File: src/shared/qdsd_pkg.sv
package qdsd_pkg;

  // ----------------------------------------
  // Word variants
  // ----------------------------------------
  localparam int unsigned WORD12_BITS = 16;
  localparam int unsigned WORD10_BITS = 14;
  localparam int unsigned CODE12_BITS = 12;
  localparam int unsigned CODE10_BITS = 10;
  localparam int unsigned CODE_BITS   = 12;
  localparam int unsigned STEPS12     = 4096;
  localparam int unsigned STEPS10     = 1024;
  localparam int unsigned NUM_CHAN    = 4;

  // ----------------------------------------
  // Field positions, 16-bit word
  // ----------------------------------------
  localparam int unsigned W12_GLOBAL_POS = 15;
  localparam int unsigned W12_CHSD_POS   = 14;
  localparam int unsigned W12_ADDRH_POS  = 13;
  localparam int unsigned W12_ADDRL_POS  = 12;
  localparam int unsigned W12_CODE_MSB   = 11;

  // ----------------------------------------
  // Field positions, 14-bit word
  // ----------------------------------------
  localparam int unsigned W10_GLOBAL_POS = 13;
  localparam int unsigned W10_CHSD_POS   = 12;
  localparam int unsigned W10_ADDRH_POS  = 11;
  localparam int unsigned W10_ADDRL_POS  = 10;
  localparam int unsigned W10_CODE_MSB   = 9;

  // ----------------------------------------
  // Reset values
  // ----------------------------------------
  localparam logic [11:0] CODE_RESET  = 12'h000;
  localparam logic [15:0] SHIFT_RESET = 16'h0000;
  localparam logic [3:0]  SHDN_RESET  = 4'h0;

  // ----------------------------------------
  // Decoded command word
  // ----------------------------------------
  typedef struct packed {
    logic        global_shutdown_flag;
    logic        channel_shutdown_flag;
    logic        channel_addr_high;
    logic        channel_addr_low;
    logic [11:0] code;
  } qdsd_cmd_t;

endpackage
File: src/logic/qdsd_decoder.sv
// Notes on behaviour
// - Word arrives MSB first; first bit received ends in the top position.
// - 16-bit word: global flag, channel flag, address high/low, 12-bit code.
// - 14-bit word: global flag, channel flag, address high/low, 10-bit code.
// - Global flag set shuts down all four channels regardless of other bits.
// - Channel flag alone shuts down the addressed channel, 00=A to 11=D.
// - Both flags clear loads the code into the addressed input register.
// - Code is unsigned binary over 4096 or 1024 steps.
// - With chip select high, clock and data toggling changes nothing.
// - Load strobe updates all four output registers together.
// - Synchronised active-low zero reset forces input and output code registers to zero code.
// - Chip select rising moves a word with both flags clear into the addressed input register.
// - Only the last 16 or 14 shifted bits are decoded.
// - Data shifts on rising serial clock only while chip select is low.
// - Strobe low makes outputs transparent; strobe rising latches them.
`timescale 1ns/1ns
`default_nettype none
module qdsd_decoder
  import qdsd_pkg::*;
(
  // Clock and reset
  input  wire logic        clk,
  input  wire logic        srst,
  // Variant select: 1 = 16-bit word, 0 = 14-bit word
  input  wire logic        variant_12bit,
  // Serial pins
  input  wire logic        chip_select_n,
  input  wire logic        serial_clk,
  input  wire logic        serial_data,
  // Control pins
  input  wire logic        load_outputs_strobe_n,
  input  wire logic        zero_reset_n,
  // Channel state
  output logic [11:0]      input_code_a,
  output logic [11:0]      input_code_b,
  output logic [11:0]      input_code_c,
  output logic [11:0]      input_code_d,
  output logic [11:0]      output_code_a,
  output logic [11:0]      output_code_b,
  output logic [11:0]      output_code_c,
  output logic [11:0]      output_code_d,
  output logic [3:0]       channel_shutdown
);

  // ----------------------------------------
  // Pin synchronisers
  // ----------------------------------------
  logic [4:0] pins_s;
  logic       cs_n_s;
  logic       sclk_s;
  logic       sdi_s;
  logic       load_outputs_strobe_n_n_s;
  logic       zrst_n_s;

  qdsd_pin_sync #(
    .W (5)
  ) u_sync (
    .clk      (clk),
    .srst     (srst),
    .pin_in   ({chip_select_n, serial_clk, serial_data, load_outputs_strobe_n, zero_reset_n}),
    .rst_val  (5'h1b),
    .pin_sync (pins_s)
  );

  assign cs_n_s   = pins_s[4];
  assign sclk_s   = pins_s[3];
  assign sdi_s    = pins_s[2];
  assign load_outputs_strobe_n_n_s = pins_s[1];
  assign zrst_n_s = pins_s[0];

  // ----------------------------------------
  // Edge detection
  // ----------------------------------------
  logic cs_prev_q;
  logic cs_prev_d;
  logic sclk_prev_q;
  logic sclk_prev_d;
  logic sclk_rise;
  logic cs_rise;

  always_comb begin
    cs_prev_d   = cs_n_s;
    sclk_prev_d = sclk_s;
  end

  always_ff @(posedge clk) begin
    if (srst) begin
      cs_prev_q   <= 1'b1;
      sclk_prev_q <= 1'b0;
    end else begin
      cs_prev_q   <= cs_prev_d;
      sclk_prev_q <= sclk_prev_d;
    end
  end

  assign sclk_rise = sclk_s & ~sclk_prev_q;
  assign cs_rise   = cs_n_s & ~cs_prev_q;

  // ----------------------------------------
  // Word decode
  // ----------------------------------------
  function automatic qdsd_cmd_t decode_word(input logic [15:0] w, input logic v12);
    qdsd_cmd_t c;
    c = '0;
    if (v12) begin
      c.global_shutdown_flag  = w[W12_GLOBAL_POS];
      c.channel_shutdown_flag = w[W12_CHSD_POS];
      c.channel_addr_high     = w[W12_ADDRH_POS];
      c.channel_addr_low      = w[W12_ADDRL_POS];
      c.code                  = w[W12_CODE_MSB:0];
    end else begin
      c.global_shutdown_flag  = w[W10_GLOBAL_POS];
      c.channel_shutdown_flag = w[W10_CHSD_POS];
      c.channel_addr_high     = w[W10_ADDRH_POS];
      c.channel_addr_low      = w[W10_ADDRL_POS];
      c.code                  = {2'h0, w[W10_CODE_MSB:0]};
    end
    return c;
  endfunction

  // ----------------------------------------
  // Channel address decode
  // ----------------------------------------
  function automatic logic [3:0] chan_onehot(input logic hi, input logic lo);
    logic [3:0] sel;
    sel = 4'h0;
    unique case ({hi, lo})
      2'b00: sel = 4'h1;
      2'b01: sel = 4'h2;
      2'b10: sel = 4'h4;
      2'b11: sel = 4'h8;
    endcase
    return sel;
  endfunction

  // ----------------------------------------
  // Shift register
  // ----------------------------------------
  logic [15:0] shift_q;
  logic [15:0] shift_d;

  always_comb begin
    shift_d = shift_q;
    if (!cs_n_s && sclk_rise) begin
      shift_d = {shift_q[14:0], sdi_s};
    end
  end

  always_ff @(posedge clk) begin
    if (srst) begin
      shift_q <= SHIFT_RESET;
    end else begin
      shift_q <= shift_d;
    end
  end

  // ----------------------------------------
  // Command decode
  // ----------------------------------------
  qdsd_cmd_t   cmd;
  logic [3:0]  chan_sel;
  logic        word_taken;
  logic        zero_hold;
  logic        load_word;

  // Old shift contents decode if cs rises during a shift
  assign cmd        = decode_word(shift_q, variant_12bit);
  assign chan_sel   = chan_onehot(cmd.channel_addr_high, cmd.channel_addr_low);
  assign word_taken = cs_rise;
  assign zero_hold  = ~zrst_n_s;
  assign load_word  = word_taken & ~cmd.global_shutdown_flag & ~cmd.channel_shutdown_flag;

  // ----------------------------------------
  // Shutdown state
  // ----------------------------------------
  // Sticky: no word clears it, only srst
  logic [3:0] shdn_q;
  logic [3:0] shdn_d;

  always_comb begin
    shdn_d = shdn_q;
    if (word_taken) begin
      if (cmd.global_shutdown_flag) begin
        shdn_d = 4'hf;
      end else if (cmd.channel_shutdown_flag) begin
        shdn_d = shdn_q | chan_sel;
      end
    end
  end

  always_ff @(posedge clk) begin
    if (srst) begin
      shdn_q <= SHDN_RESET;
    end else begin
      shdn_q <= shdn_d;
    end
  end

  // ----------------------------------------
  // Input registers
  // ----------------------------------------
  logic [11:0] in_q [NUM_CHAN];
  logic [11:0] in_d [NUM_CHAN];

  // Zero reset wins over a word taken in the same cycle
  always_comb begin
    in_d = in_q;
    for (int i = 0; i < NUM_CHAN; i++) begin
      if (zero_hold) begin
        in_d[i] = CODE_RESET;
      end else if (load_word && chan_sel[i]) begin
        in_d[i] = cmd.code;
      end
    end
  end

  always_ff @(posedge clk) begin
    if (srst) begin
      for (int i = 0; i < NUM_CHAN; i++) begin
        in_q[i] <= CODE_RESET;
      end
    end else begin
      in_q <= in_d;
    end
  end

  // ----------------------------------------
  // Output registers
  // ----------------------------------------
  logic [11:0] out_q [NUM_CHAN];
  logic [11:0] out_d [NUM_CHAN];

  // Transparent while strobe low, one clock behind the inputs
  always_comb begin
    out_d = out_q;
    for (int i = 0; i < NUM_CHAN; i++) begin
      if (zero_hold) begin
        out_d[i] = CODE_RESET;
      end else if (!load_outputs_strobe_n_n_s) begin
        out_d[i] = in_q[i];
      end
    end
  end

  always_ff @(posedge clk) begin
    if (srst) begin
      for (int i = 0; i < NUM_CHAN; i++) begin
        out_q[i] <= CODE_RESET;
      end
    end else begin
      out_q <= out_d;
    end
  end

  // ----------------------------------------
  // Outputs
  // ----------------------------------------
  assign input_code_a     = in_q[0];
  assign input_code_b     = in_q[1];
  assign input_code_c     = in_q[2];
  assign input_code_d     = in_q[3];
  assign output_code_a    = out_q[0];
  assign output_code_b    = out_q[1];
  assign output_code_c    = out_q[2];
  assign output_code_d    = out_q[3];
  assign channel_shutdown = shdn_q;

endmodule
`default_nettype wire

File: src/logic/qdsd_pin_sync.sv
`timescale 1ns/1ns
`default_nettype none
module qdsd_pin_sync
  import qdsd_pkg::*;
#(
  parameter int unsigned W = 1
) (
  // Clock and reset
  input  wire logic         clk,
  input  wire logic         srst,
  // Asynchronous pins and their synchronised copies
  input  wire logic [W-1:0] pin_in,
  input  wire logic [W-1:0] rst_val,
  output logic      [W-1:0] pin_sync
);

  logic [W-1:0] meta_q;
  logic [W-1:0] meta_d;
  logic [W-1:0] sync_q;
  logic [W-1:0] sync_d;

  always_comb begin
    meta_d = pin_in;
    sync_d = meta_q;
  end

  // Idle value must be a constant tie-off from the parent
  always_ff @(posedge clk) begin
    if (srst) begin
      meta_q <= rst_val;
      sync_q <= rst_val;
    end else begin
      meta_q <= meta_d;
      sync_q <= sync_d;
    end
  end

  assign pin_sync = sync_q;

endmodule
`default_nettype wire

File: config.mk
export PLATFORM = sky130hd
export DESIGN_NAME = qdsd_decoder
export DESIGN_NICKNAME = d
export VERILOG_FILES = /design/src/shared/qdsd_pkg.sv /design/src/logic/qdsd_decoder.sv /design/src/logic/qdsd_pin_sync.sv
export SDC_FILE = /design/constraint.sdc
export NUM_CORES = 1
export LEC_CHECK = 0
export BUFFER_PORTS_ARGS = -buffer_cell sky130_fd_sc_hd__buf_4
export CAP_MARGIN = 0
export CORE_MARGIN = 2
export CORE_UTILIZATION = 48
export DETAILED_ROUTE_END_ITERATION = 6
export GPL_TIMING_DRIVEN = 0
export PLACE_DENSITY = 0.75
export SETUP_SLACK_MARGIN = 0.5
export SLEW_MARGIN = 20
export SYNTH_ARGS = -nofsm -noshare
export SYNTH_HDL_FRONTEND = slang
export SYNTH_SLANG_ARGS = --single-unit
File: constraint.sdc
create_clock -name clk -period 1.5 [get_ports clk]
set_clock_uncertainty 0.15 [all_clocks]
set_input_delay 0.075 -clock clk [delete_from_list [all_inputs] [get_ports clk]]
set_output_delay 0.075 -clock clk [all_outputs]
set_load 0.05 [all_outputs]
==> results.ini, run 1 <==
[status]
error = [ERROR DPL-0038] Utilization greater than 100%, impossible to legalize
status = stopped before the end
haltStage = global routing (5_1_grt)

[logic_synthesis]
synth_top_area_share_pct = 56.2
ys_seq_area_share_pct = 56.2
synth_cells = 466
ys_warn_count = 0
syn_nets = 474
yosys.area.top_type = dfxtp_1
synth_cell_types = 34
synthTopCellsByArea = dfxtp_1 (56%), mux2i_1 (16%), nand2_1 (5.6%)
synth-seq-cells = 128
syn-cell-area_mm2 = 0.00456
avgSynthCellArea_um2 = 9.79

[global_route]
grt_max_degree = 17

[clock_tree]
clock_path_buffers = 2
h-tree-depth = 4
cts-buffers-inserted = 17
clock-sinks = 128
cts_root_buf = clkbuf_8

[place]
hpwl_mm = 7.88
globalplace.congestion = 0.852
port_buffers = 106

[floorplan]
start_util_pct = 49.4
die_x_um = 101
rows = 35
dieHeight_um = 101
io_pins = 108

[sta]
endpoint_type = sequential cell input
crit_endpoint = input_code_b[4]$_SDFFE_PP0P_/D

[Yosys cell counts]
| cell type | n |
|---|---|
| buf_2 | 9 |
| a22oi_1 | 1 |
| nor4b_1 | 1 |
| nand3_1 | 26 |
| nand2_1 | 68 |
| nor3b_4 | 1 |
| nand3_2 | 1 |
| nand2b_1 | 1 |
| o21ai_1 | 1 |
| nor2_4 | 1 |
| nor3b_2 | 1 |
| nand4_1 | 1 |
| inv_1 | 4 |
| dfxtp_1 | 128 |
| o211ai_2 | 1 |
| nor2_1 | 52 |
| a21oi_1 | 17 |
| mux2i_1 | 72 |
| or2_2 | 9 |
| nor3_1 | 2 |
| o22ai_2 | 1 |
| a31oi_1 | 3 |
| clkbuf_2 | 1 |
| nor3b_1 | 1 |
| o2111ai_1 | 1 |
| and2b_1 | 1 |
| o21ai_0 | 29 |
| clkbuf_1 | 19 |
| o22a_2 | 1 |
| and4bb_2 | 1 |
| or3b_2 | 1 |
| buf_4 | 2 |
| buf_6 | 3 |
| nor2b_1 | 5 |
[timing repair]
item                                    in CTS
resized for setup                          470
endpoints found under the setup margin     216
hold buffers                                 6
gates cloned                                11
pin swaps                                   31
setup buffers                               76
endpoints found under the hold margin       22
[through the flow]
stage	hold WS [ns]	utilization (%)	instance area, um2	cells	setup WS, ns
floorplan	-0.0108	-	4660	466	0.0216
global placement	0.109	60.8	5620	701	-0.204
CTS	-0.257	92.0	8500	826	-0.134
detailed placement	0.112	60.8	5620	701	-0.251
[cells by family after synthesis]
logic type	Yosys count	synth area share, %
compound gates	55	6.69
buf+inv	38	4.06
mux	72	15.8
flops	128	56.2
simple gates	173	17.3
==> run 2: changes to the inputs <==
--- a/config.mk
+++ b/config.mk
@@ -8,11 +8,10 @@
 export BUFFER_PORTS_ARGS = -buffer_cell sky130_fd_sc_hd__buf_4
 export CAP_MARGIN = 0
 export CORE_MARGIN = 2
-export CORE_UTILIZATION = 48
+export CORE_UTILIZATION = 40
 export DETAILED_ROUTE_END_ITERATION = 6
 export GPL_TIMING_DRIVEN = 0
-export PLACE_DENSITY = 0.75
-export SETUP_SLACK_MARGIN = 0.5
+export PLACE_DENSITY_LB_ADDON = 0.15
 export SLEW_MARGIN = 20
 export SYNTH_ARGS = -nofsm -noshare
 export SYNTH_HDL_FRONTEND = slang
==> constraint.sdc (replaced) <==
create_clock -name clk -period 2 [get_ports clk]
set_clock_uncertainty 0.15 [all_clocks]
set_input_delay 0.1 -clock clk [delete_from_list [all_inputs] [get_ports clk]]
set_output_delay 0.1 -clock clk [all_outputs]
set_load 0.05 [all_outputs]
==> run 2 against run 1 <==
Effect of this change: synthesized cell count is the same; the run now ends clean; area after synthesis is the same.
==> results.ini, run 2 <==
[logic_synthesis]
synth_cell_types = 34  ; unchanged
synth_top_family_by_area = simple AND/OR/NAND/NOR gates
synth-edff-count = 0  ; unchanged
synth_compound_area_share_pct = 6.69  ; unchanged
avgSynthCellArea_um2 = 9.79  ; unchanged
synthMuxAreaShare_pct = 15.8  ; unchanged
async_flop_share_pct = 0  ; unchanged
synthFlopType = dfxtp_1
ys_seq_area_share_pct = 56.2  ; unchanged
synth_cells = 466  ; unchanged
yosysMostFrequentCell = dfxtp_1
ys_warn_count = 0  ; unchanged
yosys.area.top_type = dfxtp_1
synth-seq-cells = 128  ; unchanged
synthTopCellsByArea = dfxtp_1 (56%), mux2i_1 (16%), nand2_1 (5.6%)
synth-xor-area-share_pct = 0  ; unchanged
synth_fa_ha_area_share_pct = 0  ; unchanged
synthSimpleGateAreaFrac_pct = 17.3  ; unchanged
syn-cell-area_mm2 = 0.00456  ; unchanged
syn_nets = 474  ; unchanged
synth_top_area_share_pct = 56.2  ; unchanged
synth_common_cells = dfxtp_1 (128), mux2i_1 (72), nand2_1 (68)

[layout]
largest_reg_flops = 16
final_layout_size_suffix_gt1_share_pct = 28.0
diodes = 0
fill_cells = 975
regMostFlops = shift_q
syn_to_final_growth_pct = 37.9
final_common_cell = dfxtp_1
regArea_mm2 = 0.00256
final_nets = 607
final_cell_mix = dfxtp_1 (128), buf_4 (108), mux2i_1 (72)
multi_input_area_mm2 = 0.00181

[global_route]
grt_pass1_vias = 3557
gr-total-overflow = 0
grt_max_degree = 17
antenna_found_initial = 0
grt_first_pass_wirelength_mm = 18.5
track_usage_pct = 19.0

[clock_tree]
cts_tree = yes
cts_root_buf = clkbuf_16
h-tree-depth = 4  ; unchanged
clock_path_buffers = 2  ; unchanged
path_clk_slew_ns = 0.06
insertion_delay_ns = 0.41
cts-buffers-inserted = 17  ; unchanged
clock-sinks = 128  ; unchanged

[sta]
rsz0062_at_grt = false
fin_crit_sh_pct = 89.6
tns_ns = 0
tightest_slew_ns = 0.562
slew_viol_final = 0
fmax_mhz = 558
period_minus_slack_ns = 1.79
hold_viol_final = 0
setup_viol = 0
hold_slack_ns = 0.258
maxSlewHeadroom_pct = 62.5

[floorplan]
io_pins = 108  ; unchanged
start_util_pct = 41.5  ; -7.8 points
die_area_mm2 = 0.0123
core_mm2 = 0.0110
dieHeight_um = 111  ; +9.2%
rows = 38  ; +8.6%
die_x_um = 111  ; +9.2%

[setup_path]
critPathKind = flop to flop
worstPathMaxFanout = 10
crit_required_ns = 2.13
end_kind = flop
rrSetupSlack_ns = 0.21
startpoint = shift_q[13]$_SDFFE_PP0P_
worst_r2r_endpoint = input_code_c[6]$_SDFFE_PP0P_
crit_arrival_ns = 1.93
ff2ff_path_depth = 5
start_kind = flop
r2r_start = shift_q[13]$_SDFFE_PP0P_

[detailed_routing]
drc_errors = 0
via_count = 3706
antenna_left = 0
routedWlPerCell_um = 15.5
dr.first_iter.drc_count = 204
firstDrtPassIters = 4
wl_mm = 11.6
viasPerCell = 4.93

[worst_hold_path]
hold_class = flop to flop
whs_path_depth = 1
hold_start = u_sync.meta_q[3]$_SDFF_PP1_
hold_end = u_sync.pin_sync[3]$_SDFF_PP1_

[place]
hpwl_mm = 8.13  ; +3.2%
port_buffers = 106  ; unchanged
globalplace.congestion = 0.754  ; -11%

[status]
status = completed

[power]
ir_drop_mv = 0.499
leakage_uw = 0.00287
power.density_mw_per_mm2 = 994

[job]
max_cap_violations = 0

[run 2: cell counts after synthesis]
No cell type changed its count.
[run 2: cells by family after synthesis]
family,count (synthesis)
buffers and inverters,38
DFF,128
muxes,72
and+or+nand+nor,173
AOI/OAI and AO/OA,55
[run 2: worst max-delay path by stage]
stage | end | slack [ns]
CTS | input_code_c[6]$_SDFFE_PP0P_ | 0.09
global route | input_code_a[5]$_SDFFE_PP0P_ | 0.01
detailed placement | input_code_c[6]$_SDFFE_PP0P_ | 0.15
global placement | input_code_c[7]$_SDFFE_PP0P_ | 0.12
floorplan | input_code_c[10]$_SDFFE_PP0P_ | 0.47
finish | input_code_c[6]$_SDFFE_PP0P_ | 0.21
[run 2: worst max-delay path, stage by stage (launching register included)]
cell	delay [ns]
dfxtp_1	0.31
buf_4	0.17
and4bb_2	0.24
o211ai_2	0.33
clkbuf_1	0.34
o21ai_0	0.13
[run 2: per-layer routing]
metal  track usage, %  routed length (um)  part of all wire (%)
met1             23.3                5110                    44
met2             32.4                5810                    50
met3             4.70                 519                   4.5
met4             7.00                 210                   1.8
met5                0                   0                     0
[run 2: layout make-up]
| type | count | area share (%) |
|---|---|---|
| flip-flops and latches | 128 | 40.7 |
| multi-input cells | 300 | 28.8 |
| repair buffers | 114 | 13.9 |
| clock buffers | 19 | 7.04 |
| clock inverters | 12 | 3.68 |
| well taps | 140 | 2.78 |
| plain buffers | 34 | 2.75 |
| inverters | 4 | 0.239 |
[run 2: report_power, final]
part	internal (uW)	total [uW]	switching [uW]
clock network	2380	3520	1140
registers	2560	2570	3.89
logic	60.9	167	106
total	5000	6250	1250
[run 2: timing repair]
| action | 4_1_cts | 5_1_grt |
|---|---|---|
| buffers inserted | 0 | 0 |
| gates resized for setup | 0 | 4 |
| hold buffers | 8 | 0 |
| setup endpoints to repair | 0 | 14 |
| hold endpoints to repair | 13 | 0 |
[run 2: metrics by stage]
| stage | power [uW] | std cells | cell area [um2] | util [%] | worst slack [ns] |
|---|---|---|---|---|---|
| detailed placement | 2780 | 712 | 5530 | 50.4 | 0.151 |
| finish | 6250 | 751 | 6290 | 57.3 | 0.208 |
| floorplan | 2730 | 466 | 4560 | - | 0.465 |
| global placement | 2770 | 712 | 5530 | 50.4 | 0.119 |
| global route | 6430 | 751 | 6290 | 57.3 | 0.0139 |
| CTS | 6290 | 751 | 6290 | 57.2 | 0.0873 |
No activity file was read; power rests on OpenSTA's default activity.
==> run 3: changes to the inputs <==
--- a/config.mk
+++ b/config.mk
@@ -5,6 +5,7 @@
 export SDC_FILE = /design/constraint.sdc
 export NUM_CORES = 1
 export LEC_CHECK = 0
+export ABC_AREA = 1
 export BUFFER_PORTS_ARGS = -buffer_cell sky130_fd_sc_hd__buf_4
 export CAP_MARGIN = 0
 export CORE_MARGIN = 2
@@ -12,6 +13,8 @@
 export DETAILED_ROUTE_END_ITERATION = 6
 export GPL_TIMING_DRIVEN = 0
 export PLACE_DENSITY_LB_ADDON = 0.15
+export REMOVE_ABC_BUFFERS = 1
+export SKIP_CTS_REPAIR_TIMING = 1
 export SLEW_MARGIN = 20
 export SYNTH_ARGS = -nofsm -noshare
 export SYNTH_HDL_FRONTEND = slang
==> run 3 against run 2 <==
Effect of this change: design area rose by 2.1%; routed wire length rose by 0.16%; sequential cell count did not move; count of clock-buffer cells in the layout fell by 1; sequential power barely moved; fmax fell by 1.6%; combinational power rose by 84%; setup slack got worse by 0.029 ns; die area rose by 4.9%.
==> results.ini, run 3 <==
[power]
leakage_uw = 0.00262  ; -8.7%
ir_drop_mv = 0.752  ; +51%
power.density_mw_per_mm2 = 955  ; -4.0%
finalPower_uw = 6130  ; -1.9%

[setup_path]
crit_arrival_ns = 1.98  ; +0.05 ns
crit_required_ns = 2.16  ; +0.03 ns
worstPathMaxFanout = 12  ; +2
end_kind = flop
critPathKind = flop to flop
start_kind = flop

[sta]
timing.final.ws_setup_ns = 0.179  ; -0.0288 ns
rsz0062_at_grt = false
fin_crit_sh_pct = 91.0  ; +1.4 points
fmax_mhz = 549  ; -1.6%
slew_viol_final = 0  ; unchanged
period_minus_slack_ns = 1.82  ; +0.0288 ns
maxSlewHeadroom_pct = 42.7  ; -20 points
tightest_slew_ns = 0.857  ; +0.295 ns
hold_viol_final = 0  ; unchanged
hold_slack_ns = 0.0687  ; -0.189 ns
setup_viol = 0  ; unchanged

[detailed_routing]
viasPerCell = 4.81  ; -2.4%
wl_met3_um = 588  ; +13%
routedLengthMet1_mm = 5.41  ; +5.9%
dr.first_iter.drc_count = 266  ; +30%
top_layer = met4
wl_met2_mm = 5.58  ; -3.8%
wl_mm = 11.7  ; +0.16%
antenna_left = 0  ; unchanged
firstDrtPassIters = 4  ; unchanged
drc_errors = 0  ; unchanged
routedWlPerCell_um = 13.1  ; -16%
via_count = 4299  ; +16%

[logic_synthesis]
synth-edff-count = 0  ; unchanged
async_flop_share_pct = 0  ; unchanged
synthTopCellsByArea = dfxtp_1 (53%), nand2_1 (14%), nor2_1 (8.3%)
synth-seq-cells = 128  ; unchanged
synthFlopType = dfxtp_1
yosysMostFrequentCell = nand2_1
yosys.area.top_type = dfxtp_1
avgSynthCellArea_um2 = 7.57  ; -23%
ys_seq_area_share_pct = 53.4  ; -2.7 points
synth_cell_types = 20  ; -41%
syn-cell-area_mm2 = 0.00479  ; +5.1%
synth_common_cells = nand2_1 (176), dfxtp_1 (128), nor2_1 (106)
synth_cells = 633  ; +36%
ys_warn_count = 0  ; unchanged
synth_top_area_share_pct = 53.4  ; -2.7 points

[global_route]
gr-total-overflow = 0  ; unchanged
track_usage_pct = 18.6  ; -0.47 points
grt_first_pass_wirelength_mm = 18.9  ; +2.3%
antenna_found_initial = 0  ; unchanged
grt_max_degree = 49  ; +32
grt_pass1_vias = 3995  ; +12%

[layout]
regMostFlops = shift_q
final_area_mm2 = 0.00642  ; +2.1%
finish.utilization_pct = 55.5  ; -1.7 points
final_common_cell = nand2_1
diodes = 0  ; unchanged
syn_to_final_growth_pct = 34.0
final_cell_mix = nand2_1 (175), dfxtp_1 (127), buf_4 (109)
final_nets = 745  ; +23%
final_layout_size_suffix_gt1_share_pct = 23.2  ; -4.8 points
largest_reg_flops = 16  ; unchanged

[clock_tree]
path_clk_slew_ns = 0.05  ; about the same
cts-buffers-inserted = 17  ; unchanged
cts_tree = yes
cts_root_buf = clkbuf_16
h-tree-depth = 4  ; unchanged
insertion_delay_ns = 0.41  ; about the same
clock_path_buffers = 2  ; unchanged
clock-sinks = 128  ; unchanged

[worst_hold_path]
hold_class = input pin to flop

[place]
dpl_cell_area_mm2 = 0.00565  ; +2.1%
hpwl_mm = 7.77  ; -4.4%
globalplace.congestion = 0.765  ; +1.5%
port_buffers = 107  ; +0.94%
place_ws_ns = -0.418  ; -0.569 ns

[floorplan]
die_x_um = 113  ; +2.4%
core_mm2 = 0.0116  ; +5.3%
start_util_pct = 41.5  ; -0.077 points
io_pins = 108  ; unchanged
die_area_mm2 = 0.0129  ; +4.9%
dieHeight_um = 113  ; +2.4%
rows = 39  ; +2.6%

[status]
status = completed

[job]
max_cap_violations = 0  ; unchanged

## run 3: changes by cell type after synthesis, moves of 4 or more
cell / delta
a21oi_1: +51
buf_2: +4
buf_1: +5
o21ai_0: -13
buf_6: +4
clkbuf_1: -7
nor2b_1: -5
mux2i_1: -72
nand2_2: +4
inv_1: +25
nor2_1: +54
nand2_1: +108
nand3_1: +23
## run 3: cells by family after synthesis
family / count (synthesis) / synth area share, %
buffers and inverters: 69 / 6.99
and+or+nand+nor: 350 / 30.4
DFF: 128 / 53.4
AOI/OAI and AO/OA: 86 / 9.13
## run 3: path summary, 6_finish.rpt
path / from / endpoint / slack (ns) / depth (start not counted)
max: shift_q[13]$_SDFFE_PP0P_ / input_code_c[0]$_SDFFE_PP0P_ / 0.18 / 7
min: srst / cs_prev_q$_SDFF_PP1_ / 0.07 / 3
max reg2reg: shift_q[13]$_SDFFE_PP0P_ / input_code_c[0]$_SDFFE_PP0P_ / 0.18 / 7
min reg2reg: u_sync.meta_q[2]$_SDFF_PP0_ / u_sync.pin_sync[2]$_SDFF_PP0_ / 0.26 / 2
## run 3: report_power, final
group | switching, uW | internal (uW) | leakage, uW | total (uW)
logic | 211 | 97.6 | 0.00128 | 308
registers | 18.4 | 2580 | 0.00103 | 2600
clock network | 1110 | 2110 | 0.000306 | 3230
total | 1340 | 4790 | 0.00262 | 6130
## run 3: metal layers
| layer | vias up | global-route usage (%) |
|---|---|---|
| li1 | 2212 | - |
| met1 | 1971 | 23.8 |
| met2 | 108 | 29.6 |
| met3 | 8 | 5.53 |
| met4 | 0 | 7.15 |
| met5 | - | 0 |
## run 3: stage by stage
stage | instances | TNS (ns)
finish | 893 | 0
global route | 893 | 0
CTS | 879 | 0
detailed placement | 847 | -18.22
global placement | 844 | -151.56
floorplan | 594 | -44.49
## run 3: worst max-delay path, stage by stage (launching register included)
cell and delay (ns):
dfxtp_1 0.37, inv_1 0.09, nand2_1 0.08, nand2_2 0.09, nor2_1 0.65, nand3_1 0.16, nand2_1 0.09, nor2_1 0.04
## run 3: final cells by class
class / count / area (um2)
Sequential cell: 128 / 2560
Clock inverter: 14 / 190
Timing Repair Buffer: 123 / 1010
Fill cell: 1111 / 5140
Inverter: 30 / 118
Tap cell: 143 / 179
Multi-Input combinational cell: 437 / 1920
Clock buffer: 18 / 439
